--- config.mk ---
export PLATFORM = sky130hd
export DESIGN_NAME = ssrw_top
export DESIGN_NICKNAME = d
export VERILOG_FILES = /design/src/rtl/ssrw_pkg.sv /design/src/rtl/ssrw_tick_gen.sv /design/src/rtl/ssrw_top.sv
export SDC_FILE = /design/constraint.sdc
export NUM_CORES = 1
export LEC_CHECK = 0
export CAP_MARGIN = 15
export CORE_UTILIZATION = 60
export DETAILED_ROUTE_END_ITERATION = 8
export DONT_BUFFER_PORTS = 1
export GPL_TIMING_DRIVEN = 0
export PLACE_DENSITY = 0.76
export SYNTH_ARGS = -nofsm -noshare
export SYNTH_HDL_FRONTEND = slang
export SYNTH_SLANG_ARGS = --single-unit
--- constraint.sdc ---
create_clock -name CLK_IN -period 5.3 [get_ports CLK_IN]
set_input_delay 0.53 -clock CLK_IN [delete_from_list [all_inputs] [get_ports CLK_IN]]
set_output_delay 0.53 -clock CLK_IN [all_outputs]
set_load 0.005 [all_outputs]
--- src/rtl/ssrw_pkg.sv ---
// Package: constants and types for the supply supervisor, reset and watchdog block
package ssrw_pkg;

    // ----------------------------------------
    // Clock and time base
    // ----------------------------------------
    localparam int CLK_PERIOD_PS = 5000;
    localparam int MS_TICK_PS = 1000000000;
    localparam int MS_TICK_CYCLES = MS_TICK_PS / CLK_PERIOD_PS;
    // Early warning sample period, about 30 kHz
    localparam int SAMPLE_PERIOD_PS = 33000000;
    localparam int SAMPLE_CYCLES = SAMPLE_PERIOD_PS / CLK_PERIOD_PS;

    // ----------------------------------------
    // Counts of time base ticks
    // ----------------------------------------
    localparam int CNT_W = 16;
    // Internal base is one tick per ms: 100 ms nominal, above the 50 ms floor
    localparam logic [15:0] INT_STRETCH_TICKS = 16'h0064;
    localparam logic [15:0] INT_WD_LONG_TICKS = 16'h0A8C;
    localparam logic [15:0] INT_WD_SHORT_TICKS = 16'h00AA;
    localparam logic [15:0] EXT_STRETCH_TICKS = 16'h0281;
    localparam logic [15:0] EXT_WD_FIRST_TICKS = 16'h5000;
    localparam logic [15:0] EXT_WD_TICKS = 16'h1400;
    localparam int PB_TICKS = 20;
    localparam logic [1:0] EARLY_SAMPLES = 2'h3;

    // ----------------------------------------
    // Register map
    // ----------------------------------------
    localparam logic [7:0] ADDR_STATUS = 8'h00;
    localparam logic [7:0] ADDR_MASK = 8'h04;
    localparam logic [7:0] ADDR_CTRL = 8'h08;
    localparam logic [7:0] ADDR_STATE = 8'h0C;
    localparam int EV_W = 4;
    localparam int EV_SUPPLY = 0;
    localparam int EV_WDOG = 1;
    localparam int EV_BUTTON = 2;
    localparam int EV_EARLY = 3;
    localparam int CTRL_WD_EN = 0;
    localparam logic [3:0] MASK_RESET = 4'h0;
    localparam logic [0:0] CTRL_RESET = 1'h1;

    // ----------------------------------------
    // Types
    // ----------------------------------------
    typedef enum logic [1:0] {
        ST_FAIL = 2'b00,
        ST_STRETCH = 2'b01,
        ST_RUN = 2'b10
    } ssrw_state_e;

    typedef struct packed {
        logic [7:0] addr;
        logic [31:0] wdata;
        logic wr;
        logic rd;
    } ssrw_bus_req_s;

    typedef struct packed {
        logic base;
        logic sample;
    } ssrw_tick_s;

endpackage : ssrw_pkg

--- src/rtl/ssrw_tick_gen.sv ---
// Time base and sample tick generator for the supply supervisor
`timescale 1ns/1ps
module ssrw_tick_gen #(
    parameter int MS_DIV = ssrw_pkg::MS_TICK_CYCLES,
    parameter int SAMPLE_DIV = ssrw_pkg::SAMPLE_CYCLES
) (
    input wire logic clk_in,
    input wire logic reset_n_in,
    input wire logic ce_in,
    input wire logic internal_sel_in,
    input wire logic osc_in,
    output ssrw_pkg::ssrw_tick_s ticks_out
);
    localparam int MW = $clog2(MS_DIV + 1);
    localparam int SW = $clog2(SAMPLE_DIV + 1);

    logic [MW-1:0] ms_cnt_reg;
    logic [MW-1:0] ms_cnt_next;
    logic [SW-1:0] smp_cnt_reg;
    logic [SW-1:0] smp_cnt_next;
    logic osc_prev_reg;
    logic osc_prev_next;
    logic ms_wrap;
    logic smp_wrap;
    logic osc_rise;

    always_comb begin
        ms_wrap = ms_cnt_reg == MW'(MS_DIV - 1);
        smp_wrap = smp_cnt_reg == SW'(SAMPLE_DIV - 1);
        ms_cnt_next = ms_wrap ? '0 : ms_cnt_reg + MW'(1);
        smp_cnt_next = smp_wrap ? '0 : smp_cnt_reg + SW'(1);
        osc_prev_next = osc_in;
        osc_rise = osc_in & ~osc_prev_reg;
        // Internal divider or external clock edges drive the base tick; the sample tick always comes from the internal divider
        ticks_out.base = ce_in & (internal_sel_in ? ms_wrap : osc_rise);
        ticks_out.sample = ce_in & smp_wrap;
    end

    always_ff @(posedge clk_in or negedge reset_n_in) begin
        if (!reset_n_in) begin
            ms_cnt_reg <= '0;
            smp_cnt_reg <= '0;
            osc_prev_reg <= 1'b0;
        end else if (ce_in) begin
            ms_cnt_reg <= ms_cnt_next;
            smp_cnt_reg <= smp_cnt_next;
            osc_prev_reg <= osc_prev_next;
        end
    end

endmodule : ssrw_tick_gen

--- src/rtl/ssrw_top.sv ---
// Supply supervisor with reset stretch, pushbutton debounce, watchdog and early warning
//
// Contract
// - Bad supply forces threshold flag and resets
// - Threshold flag releases at once on recovery
// - Resets held at least 50 ms after recovery
// - Bad supply raises power-fail, blocks memory select
// - Protection waits for current memory cycle
// - Debounced pushbutton press asserts resets
// - Watchdog timeout forces both resets active
// - Strobe falling edge restarts watchdog count
// - Watchdog flag shows a timeout happened
// - Source select picks internal or external base
// - Power-fail output is active high
// - Early warning drives active-low interrupt
// - Watchdog counts only with resets inactive
// - Three low samples in a row raise warning
// - Watchdog flag latched until strobe edge
//
// The register offsets and strobed register access are this design's own decisions.
`timescale 1ns/1ps
module ssrw_top #(
    parameter int MS_TICK_CYCLES_P = ssrw_pkg::MS_TICK_CYCLES,
    parameter int SAMPLE_CYCLES_P = ssrw_pkg::SAMPLE_CYCLES,
    parameter int PB_TICKS_P = ssrw_pkg::PB_TICKS
) (
    input wire logic CLK_IN,
    input wire logic RESET_N_IN,
    input wire logic CE_IN,
    input wire logic SUPPLY_OK_IN,
    input wire logic EARLY_BELOW_IN,
    input wire logic BUTTON_RESET_N_IN,
    input wire logic WATCHDOG_KICK_STROBE_N_IN,
    input wire logic TIMING_OSC_INPUT_IN,
    input wire logic TIMING_SOURCE_SELECT_IN,
    input wire logic MEM_SELECT_N_IN,
    input wire logic [7:0] REG_ADDR_IN,
    input wire logic [31:0] REG_WDATA_IN,
    input wire logic REG_WR_IN,
    input wire logic REG_RD_IN,
    output logic [31:0] REG_RDATA_OUT,
    output logic IRQ_OUT,
    output logic RESET_THRESHOLD_FLAG_N_OUT,
    output logic RST_OUT,
    output logic RST_N_OUT,
    output logic POWER_FAIL_FLAG_OUT,
    output logic WATCHDOG_EXPIRED_FLAG_N_OUT,
    output logic EARLY_WARN_INT_N_OUT,
    output logic MEM_SELECT_N_OUT
);

    // ----------------------------------------
    // Time base
    // ----------------------------------------
    ssrw_pkg::ssrw_tick_s ticks;
    ssrw_pkg::ssrw_bus_req_s req;

    ssrw_tick_gen #(
        .MS_DIV(MS_TICK_CYCLES_P),
        .SAMPLE_DIV(SAMPLE_CYCLES_P)
    ) u_tick (
        .clk_in(CLK_IN),
        .reset_n_in(RESET_N_IN),
        .ce_in(CE_IN),
        .internal_sel_in(TIMING_SOURCE_SELECT_IN),
        .osc_in(TIMING_OSC_INPUT_IN),
        .ticks_out(ticks)
    );

    // ----------------------------------------
    // Supervisor state
    // ----------------------------------------
    localparam logic [15:0] PB_LAST = 16'(PB_TICKS_P - 1);

    ssrw_pkg::ssrw_state_e state_reg;
    ssrw_pkg::ssrw_state_e state_next;
    logic [15:0] st_cnt_reg;
    logic [15:0] st_cnt_next;
    logic [15:0] wd_cnt_reg;
    logic [15:0] wd_cnt_next;
    logic [15:0] pb_cnt_reg;
    logic [15:0] pb_cnt_next;
    logic first_reg;
    logic first_next;
    logic kick_prev_reg;
    logic wds_reg;
    logic wds_next;
    logic rst_reg;
    logic rvt_reg;
    logic pf_reg;
    logic protect_reg;
    logic protect_next;
    logic [15:0] st_lim;
    logic [15:0] wd_lim;
    logic stretch_done;
    logic kick;
    logic pb_accept;
    logic wd_en;
    logic wd_timeout;

    always_comb begin
        kick = kick_prev_reg & ~WATCHDOG_KICK_STROBE_N_IN;
        st_lim = TIMING_SOURCE_SELECT_IN ? ssrw_pkg::INT_STRETCH_TICKS
                                         : ssrw_pkg::EXT_STRETCH_TICKS;
        if (!TIMING_SOURCE_SELECT_IN) begin
            wd_lim = first_reg ? ssrw_pkg::EXT_WD_FIRST_TICKS : ssrw_pkg::EXT_WD_TICKS;
        end else begin
            wd_lim = (first_reg || TIMING_OSC_INPUT_IN) ? ssrw_pkg::INT_WD_LONG_TICKS
                                                        : ssrw_pkg::INT_WD_SHORT_TICKS;
        end
        pb_cnt_next = pb_cnt_reg;
        pb_accept = 1'b0;
        if (BUTTON_RESET_N_IN) begin
            pb_cnt_next = '0;
        end else if (ticks.base) begin
            // Held button re-accepts every tick, so reset stays asserted
            if (pb_cnt_reg == PB_LAST) begin
                pb_accept = 1'b1;
            end else begin
                pb_cnt_next = pb_cnt_reg + 16'h0001;
            end
        end
        stretch_done = ticks.base && (st_cnt_reg == st_lim - 16'h0001);
        wd_timeout = (state_reg == ssrw_pkg::ST_RUN) && SUPPLY_OK_IN && !pb_accept
                     && wd_en && !kick && ticks.base
                     && (wd_cnt_reg == wd_lim - 16'h0001);
        state_next = state_reg;
        st_cnt_next = st_cnt_reg;
        wd_cnt_next = '0;
        first_next = first_reg;
        case (state_reg)
            ssrw_pkg::ST_FAIL: begin
                st_cnt_next = '0;
                if (SUPPLY_OK_IN) begin
                    state_next = ssrw_pkg::ST_STRETCH;
                end
            end
            ssrw_pkg::ST_STRETCH: begin
                if (!SUPPLY_OK_IN) begin
                    state_next = ssrw_pkg::ST_FAIL;
                end else if (pb_accept) begin
                    st_cnt_next = '0;
                end else if (stretch_done) begin
                    state_next = ssrw_pkg::ST_RUN;
                    first_next = 1'b1;
                end else if (ticks.base) begin
                    st_cnt_next = st_cnt_reg + 16'h0001;
                end
            end
            ssrw_pkg::ST_RUN: begin
                st_cnt_next = '0;
                wd_cnt_next = wd_cnt_reg;
                if (!SUPPLY_OK_IN) begin
                    state_next = ssrw_pkg::ST_FAIL;
                end else if (pb_accept || wd_timeout) begin
                    state_next = ssrw_pkg::ST_STRETCH;
                    wd_cnt_next = '0;
                end else if (kick) begin
                    wd_cnt_next = '0;
                    first_next = 1'b0;
                end else if (ticks.base && wd_en) begin
                    wd_cnt_next = wd_cnt_reg + 16'h0001;
                end
            end
            default: begin
                state_next = ssrw_pkg::ST_FAIL;
            end
        endcase
        // Flag set wins over the clearing strobe edge
        if (wd_timeout || !SUPPLY_OK_IN) begin
            wds_next = 1'b1;
        end else if (kick) begin
            wds_next = 1'b0;
        end else begin
            wds_next = wds_reg;
        end
        // Protection only arms between memory cycles, releases at once
        protect_next = !SUPPLY_OK_IN && (protect_reg || MEM_SELECT_N_IN);
    end

    always_ff @(posedge CLK_IN or negedge RESET_N_IN) begin
        if (!RESET_N_IN) begin
            state_reg <= ssrw_pkg::ST_FAIL;
            st_cnt_reg <= '0;
            wd_cnt_reg <= '0;
            pb_cnt_reg <= '0;
            first_reg <= 1'b1;
            kick_prev_reg <= 1'b1;
            wds_reg <= 1'b1;
            rst_reg <= 1'b1;
            rvt_reg <= 1'b1;
            pf_reg <= 1'b1;
            protect_reg <= 1'b1;
        end else if (CE_IN) begin
            state_reg <= state_next;
            st_cnt_reg <= st_cnt_next;
            wd_cnt_reg <= wd_cnt_next;
            pb_cnt_reg <= pb_cnt_next;
            first_reg <= first_next;
            kick_prev_reg <= WATCHDOG_KICK_STROBE_N_IN;
            wds_reg <= wds_next;
            rst_reg <= state_next != ssrw_pkg::ST_RUN;
            rvt_reg <= !SUPPLY_OK_IN;
            pf_reg <= !SUPPLY_OK_IN;
            protect_reg <= protect_next;
        end
    end

    // ----------------------------------------
    // Early warning filter
    // ----------------------------------------
    logic [1:0] early_cnt_reg;
    logic [1:0] early_cnt_next;
    logic nmi_reg;
    logic nmi_next;

    always_comb begin
        early_cnt_next = early_cnt_reg;
        if (ticks.sample) begin
            if (!EARLY_BELOW_IN) begin
                early_cnt_next = 2'h0;
            end else if (early_cnt_reg != ssrw_pkg::EARLY_SAMPLES) begin
                early_cnt_next = early_cnt_reg + 2'h1;
            end
        end
        nmi_next = early_cnt_next == ssrw_pkg::EARLY_SAMPLES;
    end

    always_ff @(posedge CLK_IN or negedge RESET_N_IN) begin
        if (!RESET_N_IN) begin
            early_cnt_reg <= 2'h0;
            nmi_reg <= 1'b0;
        end else if (CE_IN) begin
            early_cnt_reg <= early_cnt_next;
            nmi_reg <= nmi_next;
        end
    end

    // ----------------------------------------
    // Register file and interrupt
    // ----------------------------------------
    logic [3:0] status_reg;
    logic [3:0] status_next;
    logic [3:0] mask_reg;
    logic [3:0] mask_next;
    logic [0:0] ctrl_reg;
    logic [0:0] ctrl_next;
    logic [31:0] rdata_reg;
    logic [31:0] rdata_next;
    logic [3:0] events;

    always_comb begin
        req = '{addr: REG_ADDR_IN, wdata: REG_WDATA_IN, wr: REG_WR_IN, rd: REG_RD_IN};
        wd_en = ctrl_reg[ssrw_pkg::CTRL_WD_EN];
        events = '0;
        events[ssrw_pkg::EV_SUPPLY] = !SUPPLY_OK_IN && !rvt_reg;
        events[ssrw_pkg::EV_WDOG] = wd_timeout;
        events[ssrw_pkg::EV_BUTTON] = pb_accept;
        events[ssrw_pkg::EV_EARLY] = nmi_next && !nmi_reg;
        status_next = status_reg;
        mask_next = mask_reg;
        ctrl_next = ctrl_reg;
        if (req.wr) begin
            case (req.addr)
                ssrw_pkg::ADDR_STATUS: status_next = status_reg & ~req.wdata[3:0];
                ssrw_pkg::ADDR_MASK: mask_next = req.wdata[3:0];
                ssrw_pkg::ADDR_CTRL: ctrl_next = req.wdata[0:0];
                default: ;
            endcase
        end
        status_next = status_next | events;
        rdata_next = '0;
        if (req.rd) begin
            case (req.addr)
                ssrw_pkg::ADDR_STATUS: rdata_next = {28'h0000000, status_reg};
                ssrw_pkg::ADDR_MASK: rdata_next = {28'h0000000, mask_reg};
                ssrw_pkg::ADDR_CTRL: rdata_next = {31'h00000000, ctrl_reg};
                ssrw_pkg::ADDR_STATE: rdata_next = {23'h000000, first_reg, protect_reg,
                    nmi_reg, pf_reg, rvt_reg, rst_reg, wds_reg, state_reg};
                default: rdata_next = '0;
            endcase
        end
    end

    always_ff @(posedge CLK_IN or negedge RESET_N_IN) begin
        if (!RESET_N_IN) begin
            status_reg <= '0;
            mask_reg <= ssrw_pkg::MASK_RESET;
            ctrl_reg <= ssrw_pkg::CTRL_RESET;
            rdata_reg <= '0;
        end else if (CE_IN) begin
            status_reg <= status_next;
            mask_reg <= mask_next;
            ctrl_reg <= ctrl_next;
            rdata_reg <= rdata_next;
        end
    end

    // ----------------------------------------
    // Outputs
    // ----------------------------------------
    assign REG_RDATA_OUT = rdata_reg;
    assign IRQ_OUT = |(status_reg & mask_reg);
    assign RST_OUT = rst_reg;
    assign RST_N_OUT = ~rst_reg;
    assign RESET_THRESHOLD_FLAG_N_OUT = ~rvt_reg;
    assign POWER_FAIL_FLAG_OUT = pf_reg;
    assign WATCHDOG_EXPIRED_FLAG_N_OUT = ~wds_reg;
    assign EARLY_WARN_INT_N_OUT = ~nmi_reg;
    // Combinational so a running memory cycle is not cut short
    assign MEM_SELECT_N_OUT = MEM_SELECT_N_IN | protect_reg;
endmodule : ssrw_top

==> impl_results.md, run 1 <==
- Pwr/cell area: 263 mW/mm²
- Antenna violations before repair: 0
- Leading cell types in the layout, fill and taps excluded: dfrtp_1 (101), nand2_1 (64), o21ai_0 (56)
- MaxCap Viol Count: 0
- Worst setup EP type: flop
- R2R setup slack: 2.28 ns
- Antenna viol nets, final: 0
- Busiest grt layer: met2
- IO Count: 92
- Worst R2R End: wd_cnt_reg[4]$_DFFE_PN0P_
- Post-synthesis sequential area ratio: 44.2%
- Worst Skew: 0.0186 ns
- Post_cts resized: 0
- Worst Hold Class: in2async
- Final Max Tran Viols: 0
- Hold Worst Slack: 0.0584 ns
- Layout Nets: 767
- Final wirelength: 14200 µm
- CP cell instances: clkbuf_1 -> and2_1 -> o21ai_0 -> a2111oi_0 -> a31oi_1 -> o21ai_1 -> buf_2 -> o221ai_1
- Crit path DAT: 3.29 ns
- Clock-pin slew on the worst setup and hold paths: 0.11 ns
- Number of setup buffers added after CTS: 0
- Crit share post-route: 57.0%
- Met3 GRT Util: 7.46%
- Final std cells w/o fill: 847
- Die span in y: 103 µm
- Ys flop type: dfrtp_1
- Commonest non-fill, non-tap cell in the layout: dfrtp_1
- Crit-path max cell delay: 0.73 ns
- Worst-Margin Slew: 1.07 ns
- Synthesized cell area: 0.00614 mm²
- FMAX: 0.331 GHz
- DRT Pass-1 Iters: 5
- Antenna cells: 0
- DRC: 0
- Clk root buf: clkbuf_8
- Rows: 36
- Vias post-DR: 5264
- GR Util met2: 47.2%
- Cell Area, Placed: 0.00639 mm²
- Die area: 0.0106 mm²
- Worst Path Max Fanout: 10
- CTS tree: done
- Cell area after layout: 0.00662 mm²
- Max reg flops: 18
- Routed WL per cell: 16.8 µm
- Dpl cells: 830
- Worst r2r path cells: 8
- Number of DRC markers in iteration 0: 370
- Starting Density: 62.2%
- Asr flop ratio synth: 100%
- Clock Latency Late Sink: 0.40 ns
- RSZ-0062 raised after global routing: no
- Met1 Track Usage GR: 34.8%
- Synth cell types: 72
- Grt ovf: 0
- Cts bufs inserted: 9
- Mapped Cells: 675
- Port-buffer cells: 0
- Largest net degree at the start of global routing: 109
- Bufs on Longest Clock Path: 2
- Post-synth EDFFs: 0
- Max H-tree Level: 3
- Area growth syn-to-layout: 7.78%
- Setup TNS: 0 ns
- Crit path time final: 3.02 ns
- Hpwl dp: 9800 µm
- Avg Cell Area, Syn: 9.10 µm²
- Setup Crit Path Kind: reg2reg
- VDD IR max: 0.221 mV
- First-pass GRT wire length: 22700 µm
- Setup violation total in the final timing report: 0
- Share of layout cells above drive strength 1: 10.1%
- All-layer global routing usage: 27.8%
- Critical-path top delay cell: a2111oi_0
- TritonCTS Sinks: 108
- Filler cells: 812
- CTS hold repair buffers: 1
- Vias/cell: 6.21
- Status: finished, final reports clean
- Vias in the first global route: 4851
- Pleak: 0.00280 µW
- Final Wtd Congestion: 0.870
- Seq cells post-synth: 108
- Core area: 0.00986 mm²
- Crit path launch type: flop
- Worst slew margin: 27.6%
- Critical R2R Launch: wd_cnt_reg[11]$_DFFE_PN0P_
- CP Data Required Time: 5.57 ns
- DIE WIDTH: 103 µm
- Final Hold Vio Count: 0
- YS warnings: 0
## cell families (layout without fill, tap and decap cells)
group                    Yosys count  after routing  share of synthesized area [%]
other                              1             23                         0.0611
flip-flops                       108            108                           44.2
AO/OA/AOI/OAI                    156            156                           16.3
AND/OR/NAND/NOR                  282            282                           24.7
XOR/XNOR                          30             30                           4.28
buffers and inverters             76             93                           6.34
adder cells (fa/ha/maj)            6              6                           1.22
multiplexers                      16             16                           2.96
## area by class of cell
cell class              instances  area (µm²)  area share, %
multi-input cells             513        3120           47.2
flip-flops and latches        108        2710           41.0
plain buffers                  51         295           4.46
well taps                     133         166           2.51
clock buffers                  10         138           2.08
inverters                      25        93.8           1.42
clock inverters                 6        63.8          0.964
repair buffers                  1        27.5          0.416
## worst max-delay path: cells and delay by family, from the launching register on
family,cells,cell delay (ns)
AO/OA/AOI/OAI,5,1.78
buffers and inverters,2,0.60
flip-flops,1,0.35
AND/OR/NAND/NOR,1,0.17
## Yosys cell counts, types with 2 or more instances
library cell | instances | area share [%]
dfrtp_1 | 101 | 41
nand2_1 | 64 | 3.9
o21ai_0 | 56 | 4.6
nor2_1 | 44 | 2.7
nand3_1 | 42 | 3.4
a21oi_1 | 29 | 2.4
buf_4 | 24 | 2.9
inv_1 | 24 | 1.5
clkbuf_1 | 21 | 1.3
or3_1 | 19 | 1.9
and3_1 | 18 | 1.8
nand4_1 | 18 | 1.8
xnor2_1 | 16 | 2.3
xor2_1 | 14 | 2.0
nor3_1 | 12 | 0.98
o211ai_1 | 11 | 1.3
nor4_1 | 9 | 0.92
or4_1 | 9 | 1.1
mux2i_1 | 8 | 1.3
dfstp_2 | 7 | 3.0
mux2_2 | 7 | 1.3
o2bb2ai_1 | 7 | 1.0
o31ai_1 | 7 | 0.86
ha_1 | 6 | 1.2
nor2b_1 | 6 | 0.61
and2_1 | 5 | 0.51
and4_1 | 5 | 0.71
buf_2 | 5 | 0.41
nand2b_1 | 5 | 0.51
a22o_1 | 4 | 0.57
a22oi_1 | 4 | 0.49
nand4b_1 | 4 | 0.57
nor4b_1 | 4 | 0.57
o21ai_1 | 4 | 0.33
or2_2 | 4 | 0.41
a21o_1 | 3 | 0.37
a31oi_1 | 3 | 0.31
nand3b_1 | 3 | 0.37
o2111ai_1 | 3 | 0.43
o311ai_0 | 3 | 0.43
a2bb2oi_1 | 2 | 0.29
and4b_1 | 2 | 0.33
nor3b_1 | 2 | 0.24
nor4bb_1 | 2 | 0.33
or3b_1 | 2 | 0.29
## report_power, final
group | switching, µW | internal, µW | leakage [µW] | total, µW
Clock | 312 | 198 | 0.000100 | 509
Sequential | 88.7 | 896 | 0.00144 | 985
Combinational | 132 | 113 | 0.00126 | 245
## worst max-delay path by stage
| stage | endpoint | from | slack (ns) |
|---|---|---|---|
| 2_1_floorplan | wd_cnt_reg[4]$_DFFE_PN0P_ | TIMING_SOURCE_SELECT_IN | 2.58 |
| 5_1_grt | wd_cnt_reg[4]$_DFFE_PN0P_ | wd_cnt_reg[11]$_DFFE_PN0P_ | 2.15 |
| 4_1_cts | wd_cnt_reg[4]$_DFFE_PN0P_ | wd_cnt_reg[11]$_DFFE_PN0P_ | 2.39 |
| 3_5_place_dp | wd_cnt_reg[4]$_DFFE_PN0P_ | TIMING_SOURCE_SELECT_IN | 1.99 |
| 3_3_place_gp | wd_cnt_reg[4]$_DFFE_PN0P_ | TIMING_SOURCE_SELECT_IN | 2.12 |
| 6_report | wd_cnt_reg[4]$_DFFE_PN0P_ | wd_cnt_reg[11]$_DFFE_PN0P_ | 2.28 |
## layer usage
metal  vias to the layer above  routed length [µm]  share of wire (%)
li1                       2484                   -                  -
met1                      2579                6100                 43
met2                       173                7050                 50
met3                        28                 858                6.0
met4                         0                 203                1.4
met5                         -                   0                  0
## through the flow
stage / total power, µW / setup slack [ns] / util, %
detailed placement: 1220 / 1.99 / 64.8
global route: 1830 / 2.15 / 67.1
global placement: 1210 / 2.12 / 64.8
floorplan: 1160 / 2.58 / -
finish: 1740 / 2.28 / 67.1
CTS: 1760 / 2.39 / 67.1
Power figures use the tool's default switching activity.
==> run 2: changes to the inputs <==
--- a/config.mk
+++ b/config.mk
@@ -6,7 +6,7 @@
 export NUM_CORES = 1
 export LEC_CHECK = 0
 export CAP_MARGIN = 15
-export CORE_UTILIZATION = 60
+export CORE_UTILIZATION = 58
 export DETAILED_ROUTE_END_ITERATION = 8
 export DONT_BUFFER_PORTS = 1
 export GPL_TIMING_DRIVEN = 0
==> constraint.sdc (replaced) <==
create_clock -name CLK_IN -period 2.45 [get_ports CLK_IN]
set_input_delay 0.245 -clock CLK_IN [delete_from_list [all_inputs] [get_ports CLK_IN]]
set_output_delay 0.245 -clock CLK_IN [all_outputs]
set_load 0.005 [all_outputs]
==> impl_results.md, run 2 (synthesis gave the netlist of run 1 again) <==
- Crit-path max cell delay: 0.41 ns (-0.32 ns)
- Commonest non-fill, non-tap cell in the layout: dfrtp_1
- Worst setup EP type: flop
- Starting Density: 59.7% (-2.5 points)
- Worst slew margin: 43.4% (+16 points)
- Crit path time final: 2.43 ns (-0.595 ns)
- Number of DRC markers in iteration 0: 354 (-4.3%)
- Worst R2R End: wd_cnt_reg[6]$_DFFE_PN0P_
- Worst Hold Class: in2async
- Final Wtd Congestion: 0.902 (+3.7%)
- Sequential Area: 0.00272 mm² (+0.14%)
- RSZ-0062 raised after global routing: yes
- Max reg flops: 18 (unchanged)
- Failing checks: hold timing
- Clock Latency Late Sink: 0.39 ns (about the same)
- Hpwl dp: 9910 µm (+1.2%)
- Setup TNS: 0 ns (unchanged)
- Vias/cell: 6.09 (-2.0%)
- DRT Pass-1 Iters: 5 (unchanged)
- Worst-Margin Slew: 0.843 ns (-0.229 ns)
- Worst r2r path cells: 7 (-1)
- MaxCap Viol Count: 0 (unchanged)
- Worst Skew: 0.0190 ns (+0.000407 ns)
- Cell area after layout: 0.00697 mm² (+5.3%)
- Antenna viol nets, final: 0 (unchanged)
- Clock-pin slew on the worst setup and hold paths: 0.12 ns (about the same)
- Crit path DAT: 2.67 ns (-0.62 ns)
- VDD IR max: 0.522 mV (+140%)
- Cts bufs inserted: 9 (unchanged)
- Die area: 0.0110 mm² (+3.4%)
- Core area: 0.0103 mm² (+4.2%)
- Pwr/cell area: 549 mW/mm² (+110%)
- Hold Worst Slack: -0.472 ns (-0.530 ns)
- Vias in the first global route: 5044 (+4.0%)
- Port-buffer cells: 0 (unchanged)
- Grt ovf: 0 (unchanged)
- CTS tree: done
- CP most frequent cell: or3_4
- Final Hold Vio Count: 108 (+108)
- Area growth syn-to-layout: 13.5%
- Critical R2R Launch: u_tick.ms_cnt_reg[6]$_DFFE_PN0P_
- Clk root buf: clkbuf_8
- TritonCTS Sinks: 108 (unchanged)
- IO Count: 92 (unchanged)
- Max H-tree Level: 3 (unchanged)
- Die span in y: 105 µm (+1.7%)
- All-layer global routing usage: 26.9% (-0.94 points)
- Share of layout cells above drive strength 1: 15.9% (+5.8 points)
- DRC: 0 (unchanged)
- Area of the multi-input gates: 0.00325 mm² (+4.2%)
- FMAX: 0.412 GHz (+25%)
- Vias post-DR: 5316 (+0.99%)
- Final wirelength: 14600 µm (+2.8%)
- Setup violation total in the final timing report: 0 (unchanged)
- CP cell instances: or3b_1 -> or3_4 -> or3_4 -> and3_4 -> clkbuf_4 -> o21ai_1 -> o211ai_1
- Antenna cells: 0 (unchanged)
- Antenna violations before repair: 0 (unchanged)
- Critical-path top delay cell: or3_4
- Delay-heaviest family, CP: simple AND/OR/NAND/NOR gates
- Rows: 37 (+2.8%)
- Final Max Tran Viols: 0 (unchanged)
- Setup Crit Path Kind: reg2reg
- Leading cell types in the layout, fill and taps excluded: dfrtp_1 (98), nand2_1 (64), o21ai_0 (50)
- Layout Nets: 790 (+3.0%)
- Bufs on Longest Clock Path: 2 (unchanged)
- Crit path launch type: flop
- Pleak: 0.00295 µW (+5.1%)
- Bufs and invs on worst path: 1 (-1)
- Filler cells: 817 (+0.62%)
- Routed WL per cell: 16.7 µm (-0.25%)
- Cell Area, Placed: 0.00639 mm² (about the same)
- CP Data Required Time: 2.70 ns (-2.87 ns)
- First-pass GRT wire length: 23800 µm (+4.8%)
- Worst Path Max Fanout: 10 (unchanged)
- DIE WIDTH: 105 µm (+1.7%)
- Status: finished with violations
- Crit share post-route: 99.0% (+42 points)
- R2R setup slack: 0.02 ns (-2.25 ns)
- Largest net degree at the start of global routing: 109 (unchanged)
run 2: changes by cell type in the layout (fill, tap and decap cells not counted), moves of 3 or more:
cell,delta
buf_4,+21
clkbuf_1,-7
dlygate4sd3_1,+6
o21ai_0,-6
o21ai_1,+5
a21oi_1,-3
buf_6,+3
dfrtp_1,-3
dfrtp_2,+3
nor4b_1,-3
run 2: final cells by class:
type | instances | area share [%]
timing repair buffer | 27 | 3.23
tap | 136 | 2.44
clock buffer | 9 | 1.78
buffer | 48 | 4.38
inverter | 25 | 1.35
multi-input combinational | 513 | 46.7
sequential | 108 | 39.0
clock inverter | 7 | 1.13
run 2: worst register-to-register path, delay by kind of cell (launching register included):
family / cells / cell delay [ns]
flip-flops: 1 / 0.40
buffers and inverters: 1 / 0.19
AO/OA/AOI/OAI: 2 / 0.33
AND/OR/NAND/NOR: 4 / 1.38
run 2: worst max-delay path by stage:
stage / cells past startpoint / slack, ns / endpoint / startpoint
6_report: 7 / 0.02 / wd_cnt_reg[6]$_DFFE_PN0P_ / u_tick.ms_cnt_reg[6]$_DFFE_PN0P_
5_1_grt: 9 / -0.05 / st_cnt_reg[14]$_DFFE_PN0P_ / u_tick.ms_cnt_reg[1]$_DFFE_PN0P_
4_1_cts: 8 / -0.06 / st_cnt_reg[14]$_DFFE_PN0P_ / u_tick.ms_cnt_reg[9]$_DFFE_PN0P_
3_5_place_dp: 10 / -0.67 / wd_cnt_reg[4]$_DFFE_PN0P_ / TIMING_SOURCE_SELECT_IN
3_3_place_gp: 10 / -0.63 / wd_cnt_reg[4]$_DFFE_PN0P_ / TIMING_SOURCE_SELECT_IN
2_1_floorplan: 10 / 0.01 / wd_cnt_reg[4]$_DFFE_PN0P_ / TIMING_SOURCE_SELECT_IN
run 2: routing by layer:
layer	up-vias	global-route usage [%]	part of all wire (%)
met2	160	46.0	51
li1	2540	-	-
met5	-	0	0
met3	19	5.18	4.4
met4	0	10.9	1.7
met1	2597	33.4	43
run 2: timing repair:
item,in CTS,in global routing
resized for setup,31,17
buffers inserted,17,4
gates cloned,0,0
endpoints found under the hold margin,113,110
hold buffers,4,2
pin swaps,11,11
endpoints found under the setup margin,41,39
run 2: where the power goes:
part,total (µW),internal (µW),leakage (µW),switching (µW)
sequential,2110,1940,0.00144,174
clock,1090,405,0.000102,688
combinational,620,311,0.00141,309
run 2: metrics by stage:
| step | worst slack (ns) | std cells | total power (µW) | utilization [%] |
|---|---|---|---|---|
| floorplan | 0.0117 | 697 | 2520 | - |
| global placement | -0.633 | 833 | 2620 | 62.2 |
| detailed placement | -0.670 | 833 | 2650 | 62.2 |
| CTS | -0.0632 | 868 | 3800 | 66.8 |
| global route | -0.0461 | 873 | 3990 | 67.8 |
| finish | 0.0245 | 873 | 3830 | 67.8 |
==> run 3: changes to the inputs <==
--- a/config.mk
+++ b/config.mk
@@ -6,7 +6,7 @@
 export NUM_CORES = 1
 export LEC_CHECK = 0
 export CAP_MARGIN = 15
-export CORE_UTILIZATION = 58
+export CORE_UTILIZATION = 60
 export DETAILED_ROUTE_END_ITERATION = 8
 export DONT_BUFFER_PORTS = 1
 export GPL_TIMING_DRIVEN = 0
==> constraint.sdc (replaced) <==
create_clock -name CLK_IN -period 2.36 [get_ports CLK_IN]
set_input_delay 0.236 -clock CLK_IN [delete_from_list [all_inputs] [get_ports CLK_IN]]
set_output_delay 0.236 -clock CLK_IN [all_outputs]
set_load 0.005 [all_outputs]
==> impl_results.md, run 3 (synthesis gave the netlist of run 1 again) <==
- Status: finished with violations
- Failing checks: hold timing, setup timing
- Max H-tree Level: 3 (unchanged)
- Cts bufs inserted: 9 (unchanged)
- Hpwl dp: 9940 µm (+0.28%)
- Die area: 0.0106 mm² (-3.3%)
- Vias post-DR: 5584 (+5.0%)
- Antenna cells: 0 (unchanged)
- CP Data Required Time: 2.68 ns (-0.02 ns)
- Layout Nets: 806 (+2.0%)
- Starting Density: 62.2% (+2.5 points)
- Grt ovf: 0 (unchanged)
- Final wirelength: 16000 µm (+9.3%)
- Max reg flops: 18 (unchanged)
- Largest net degree at the start of global routing: 109 (unchanged)
- Vias in the first global route: 5196 (+3.0%)
- Final Max Tran Viols: 0 (unchanged)
- IO Count: 92 (unchanged)
- Bufs on Longest Clock Path: 2 (unchanged)
- Worst Path Max Fanout: 8 (-2)
- Setup Crit Path Kind: reg2reg
- FMAX: 0.411 GHz (-0.23%)
- TritonCTS Sinks: 108 (unchanged)
- Worst-Margin Slew: 0.937 ns (+0.0943 ns)
- Port-buffer cells: 0 (unchanged)
- Final Wtd Congestion: 0.891 (-1.2%)
- Leading cell types in the layout, fill and taps excluded: dfrtp_1 (96), nand2_1 (62), buf_4 (44)
- Commonest non-fill, non-tap cell in the layout: dfrtp_1
- First-pass GRT wire length: 23700 µm (-0.55%)
- Setup violation total in the final timing report: 10 (+10)
- Worst setup EP type: flop
- Antenna violations before repair: 0 (unchanged)
- DIE WIDTH: 103 µm (-1.6%)
- Core area: 0.00986 mm² (-4.0%)
- Area of the multi-input gates: 0.00341 mm² (+4.9%)
- Clock-pin slew on the worst setup and hold paths: 0.12 ns (about the same)
- Crit share post-route: 103% (+4.0 points)
- Rows: 36 (-2.7%)
- Clock Latency Late Sink: 0.40 ns (about the same)
- Hold Worst Slack: -0.472 ns (-0.000333 ns)
- Crit path time final: 2.43 ns (+0.00556 ns)
- Pre-CTS setup slack: -0.557 ns (+0.114 ns)
- Crit path launch type: flop
- DRC: 0 (unchanged)
- Area growth syn-to-layout: 20.2%
- Crit path DAT: 2.75 ns (+0.08 ns)
- Share of layout cells above drive strength 1: 21.9% (+6.0 points)
- Routed WL per cell: 18.0 µm (+7.7%)
- Number of DRC markers in iteration 0: 405 (+14%)
- Critical R2R Launch: u_tick.osc_prev_reg$_DFFE_PN0P_
- Sequential Area: 0.00272 mm² (about the same)
- MaxCap Viol Count: 0 (unchanged)
- VDD IR max: 0.498 mV (-4.5%)
- Worst r2r path cells: 6 (-1)
- All-layer global routing usage: 28.8% (+2.0 points)
- DRT Pass-1 Iters: 5 (unchanged)
- CTS tree: done
- Pleak: 0.00309 µW (+4.8%)
- RSZ-0062 raised after global routing: yes
- Die span in y: 103 µm (-1.6%)
- Worst slew margin: 37.2% (-6.2 points)
- Clk root buf: clkbuf_8
- Pwr/cell area: 543 mW/mm² (-1.1%)
- Worst Hold Class: in2async
- Final Hold Vio Count: 108 (unchanged)
- Antenna viol nets, final: 0 (unchanged)
- Vias/cell: 6.30 (+3.5%)
- Filler cells: 673 (-18%)
- Worst Skew: 0.0170 ns (-0.00197 ns)
- Worst R2R End: st_cnt_reg[5]$_DFFE_PN0P_
- PnR worst setup slack: -0.0710 ns (-0.0956 ns)
- R2R setup slack: -0.07 ns (-0.10 ns)
## run 3: cell types whose count changed in the layout (fill, tap and decap cells not counted), moves of 4 or more
cell,before,now
a21oi_1,26,19
a21oi_2,3,10
buf_6,4,13
o21ai_0,50,37
o21ai_2,1,11
or3_1,17,13
or3_4,3,7
## run 3: critical path, cell delays in order, from the launching register on
cell and delay [ns]:
dfrtp_1 0.43, nor3_2 0.76, or3_1 0.28, o211ai_4 0.11, buf_6 0.15, or4_1 0.46, a21oi_1 0.16
## run 3: where the power goes
group / switching (µW) / total (µW) / internal (µW)
sequential: 191 / 2200 / 2010
combinational: 344 / 691 / 347
clock: 704 / 1120 / 411
## run 3: routing by layer
layer	wire [µm]	share of wire, %	up-vias	global-route usage, %
met5	0	0	-	0
met4	521	3.3	0	13.9
met3	857	5.4	56	6.17
met2	8080	51	222	48.5
met1	6520	41	2733	35.5
li1	-	-	2573	-
## run 3: layout make-up
| cell class | instances | share of cell area (%) |
|---|---|---|
| timing repair buffer | 43 | 6.15 |
| clock buffer | 9 | 1.68 |
| buffer | 48 | 4.63 |
| sequential | 108 | 36.8 |
| inverter | 25 | 1.27 |
| tap | 133 | 2.25 |
| multi-input combinational | 513 | 46.2 |
| clock inverter | 7 | 0.949 |
## run 3: repair_timing
| action | 4_1_cts | 5_1_grt |
|---|---|---|
| hold buffers | 8 | 1 |
| pin swaps | 19 | 43 |
| gates cloned | 1 | 3 |
| resized for setup | 36 | 87 |
| endpoints found under the hold margin | 119 | 109 |
| endpoints found under the setup margin | 49 | 51 |
| setup buffers | 17 | 13 |
## run 3: how the worst max path moves through the flow
stage | start | endpoint | slack [ns] | cells after the start
6_report | u_tick.osc_prev_reg$_DFFE_PN0P_ | st_cnt_reg[5]$_DFFE_PN0P_ | -0.07 | 6
5_1_grt | u_tick.osc_prev_reg$_DFFE_PN0P_ | st_cnt_reg[5]$_DFFE_PN0P_ | -0.14 | 6
4_1_cts | u_tick.ms_cnt_reg[9]$_DFFE_PN0P_ | st_cnt_reg[14]$_DFFE_PN0P_ | -0.08 | 8
3_5_place_dp | TIMING_SOURCE_SELECT_IN | wd_cnt_reg[4]$_DFFE_PN0P_ | -0.56 | 10
3_3_place_gp | TIMING_SOURCE_SELECT_IN | wd_cnt_reg[4]$_DFFE_PN0P_ | -0.43 | 10
2_1_floorplan | u_tick.ms_cnt_reg[9]$_DFFE_PN0P_ | wd_cnt_reg[1]$_DFFE_PN0P_ | 0.002 | 7
## run 3: through the flow
stage / area (µm²) / cells / TNS, ns / util, % / total power (µW)
floorplan: 6220 / 697 / 0 / - / 2610
global placement: 6390 / 830 / -11.57 / 64.8 / 2720
detailed placement: 6390 / 830 / -15.14 / 64.8 / 2760
CTS: 6940 / 870 / -0.384 / 70.4 / 3940
global route: 7380 / 886 / -1.68 / 74.8 / 4190
finish: 7380 / 886 / -0.277 / 74.8 / 4010
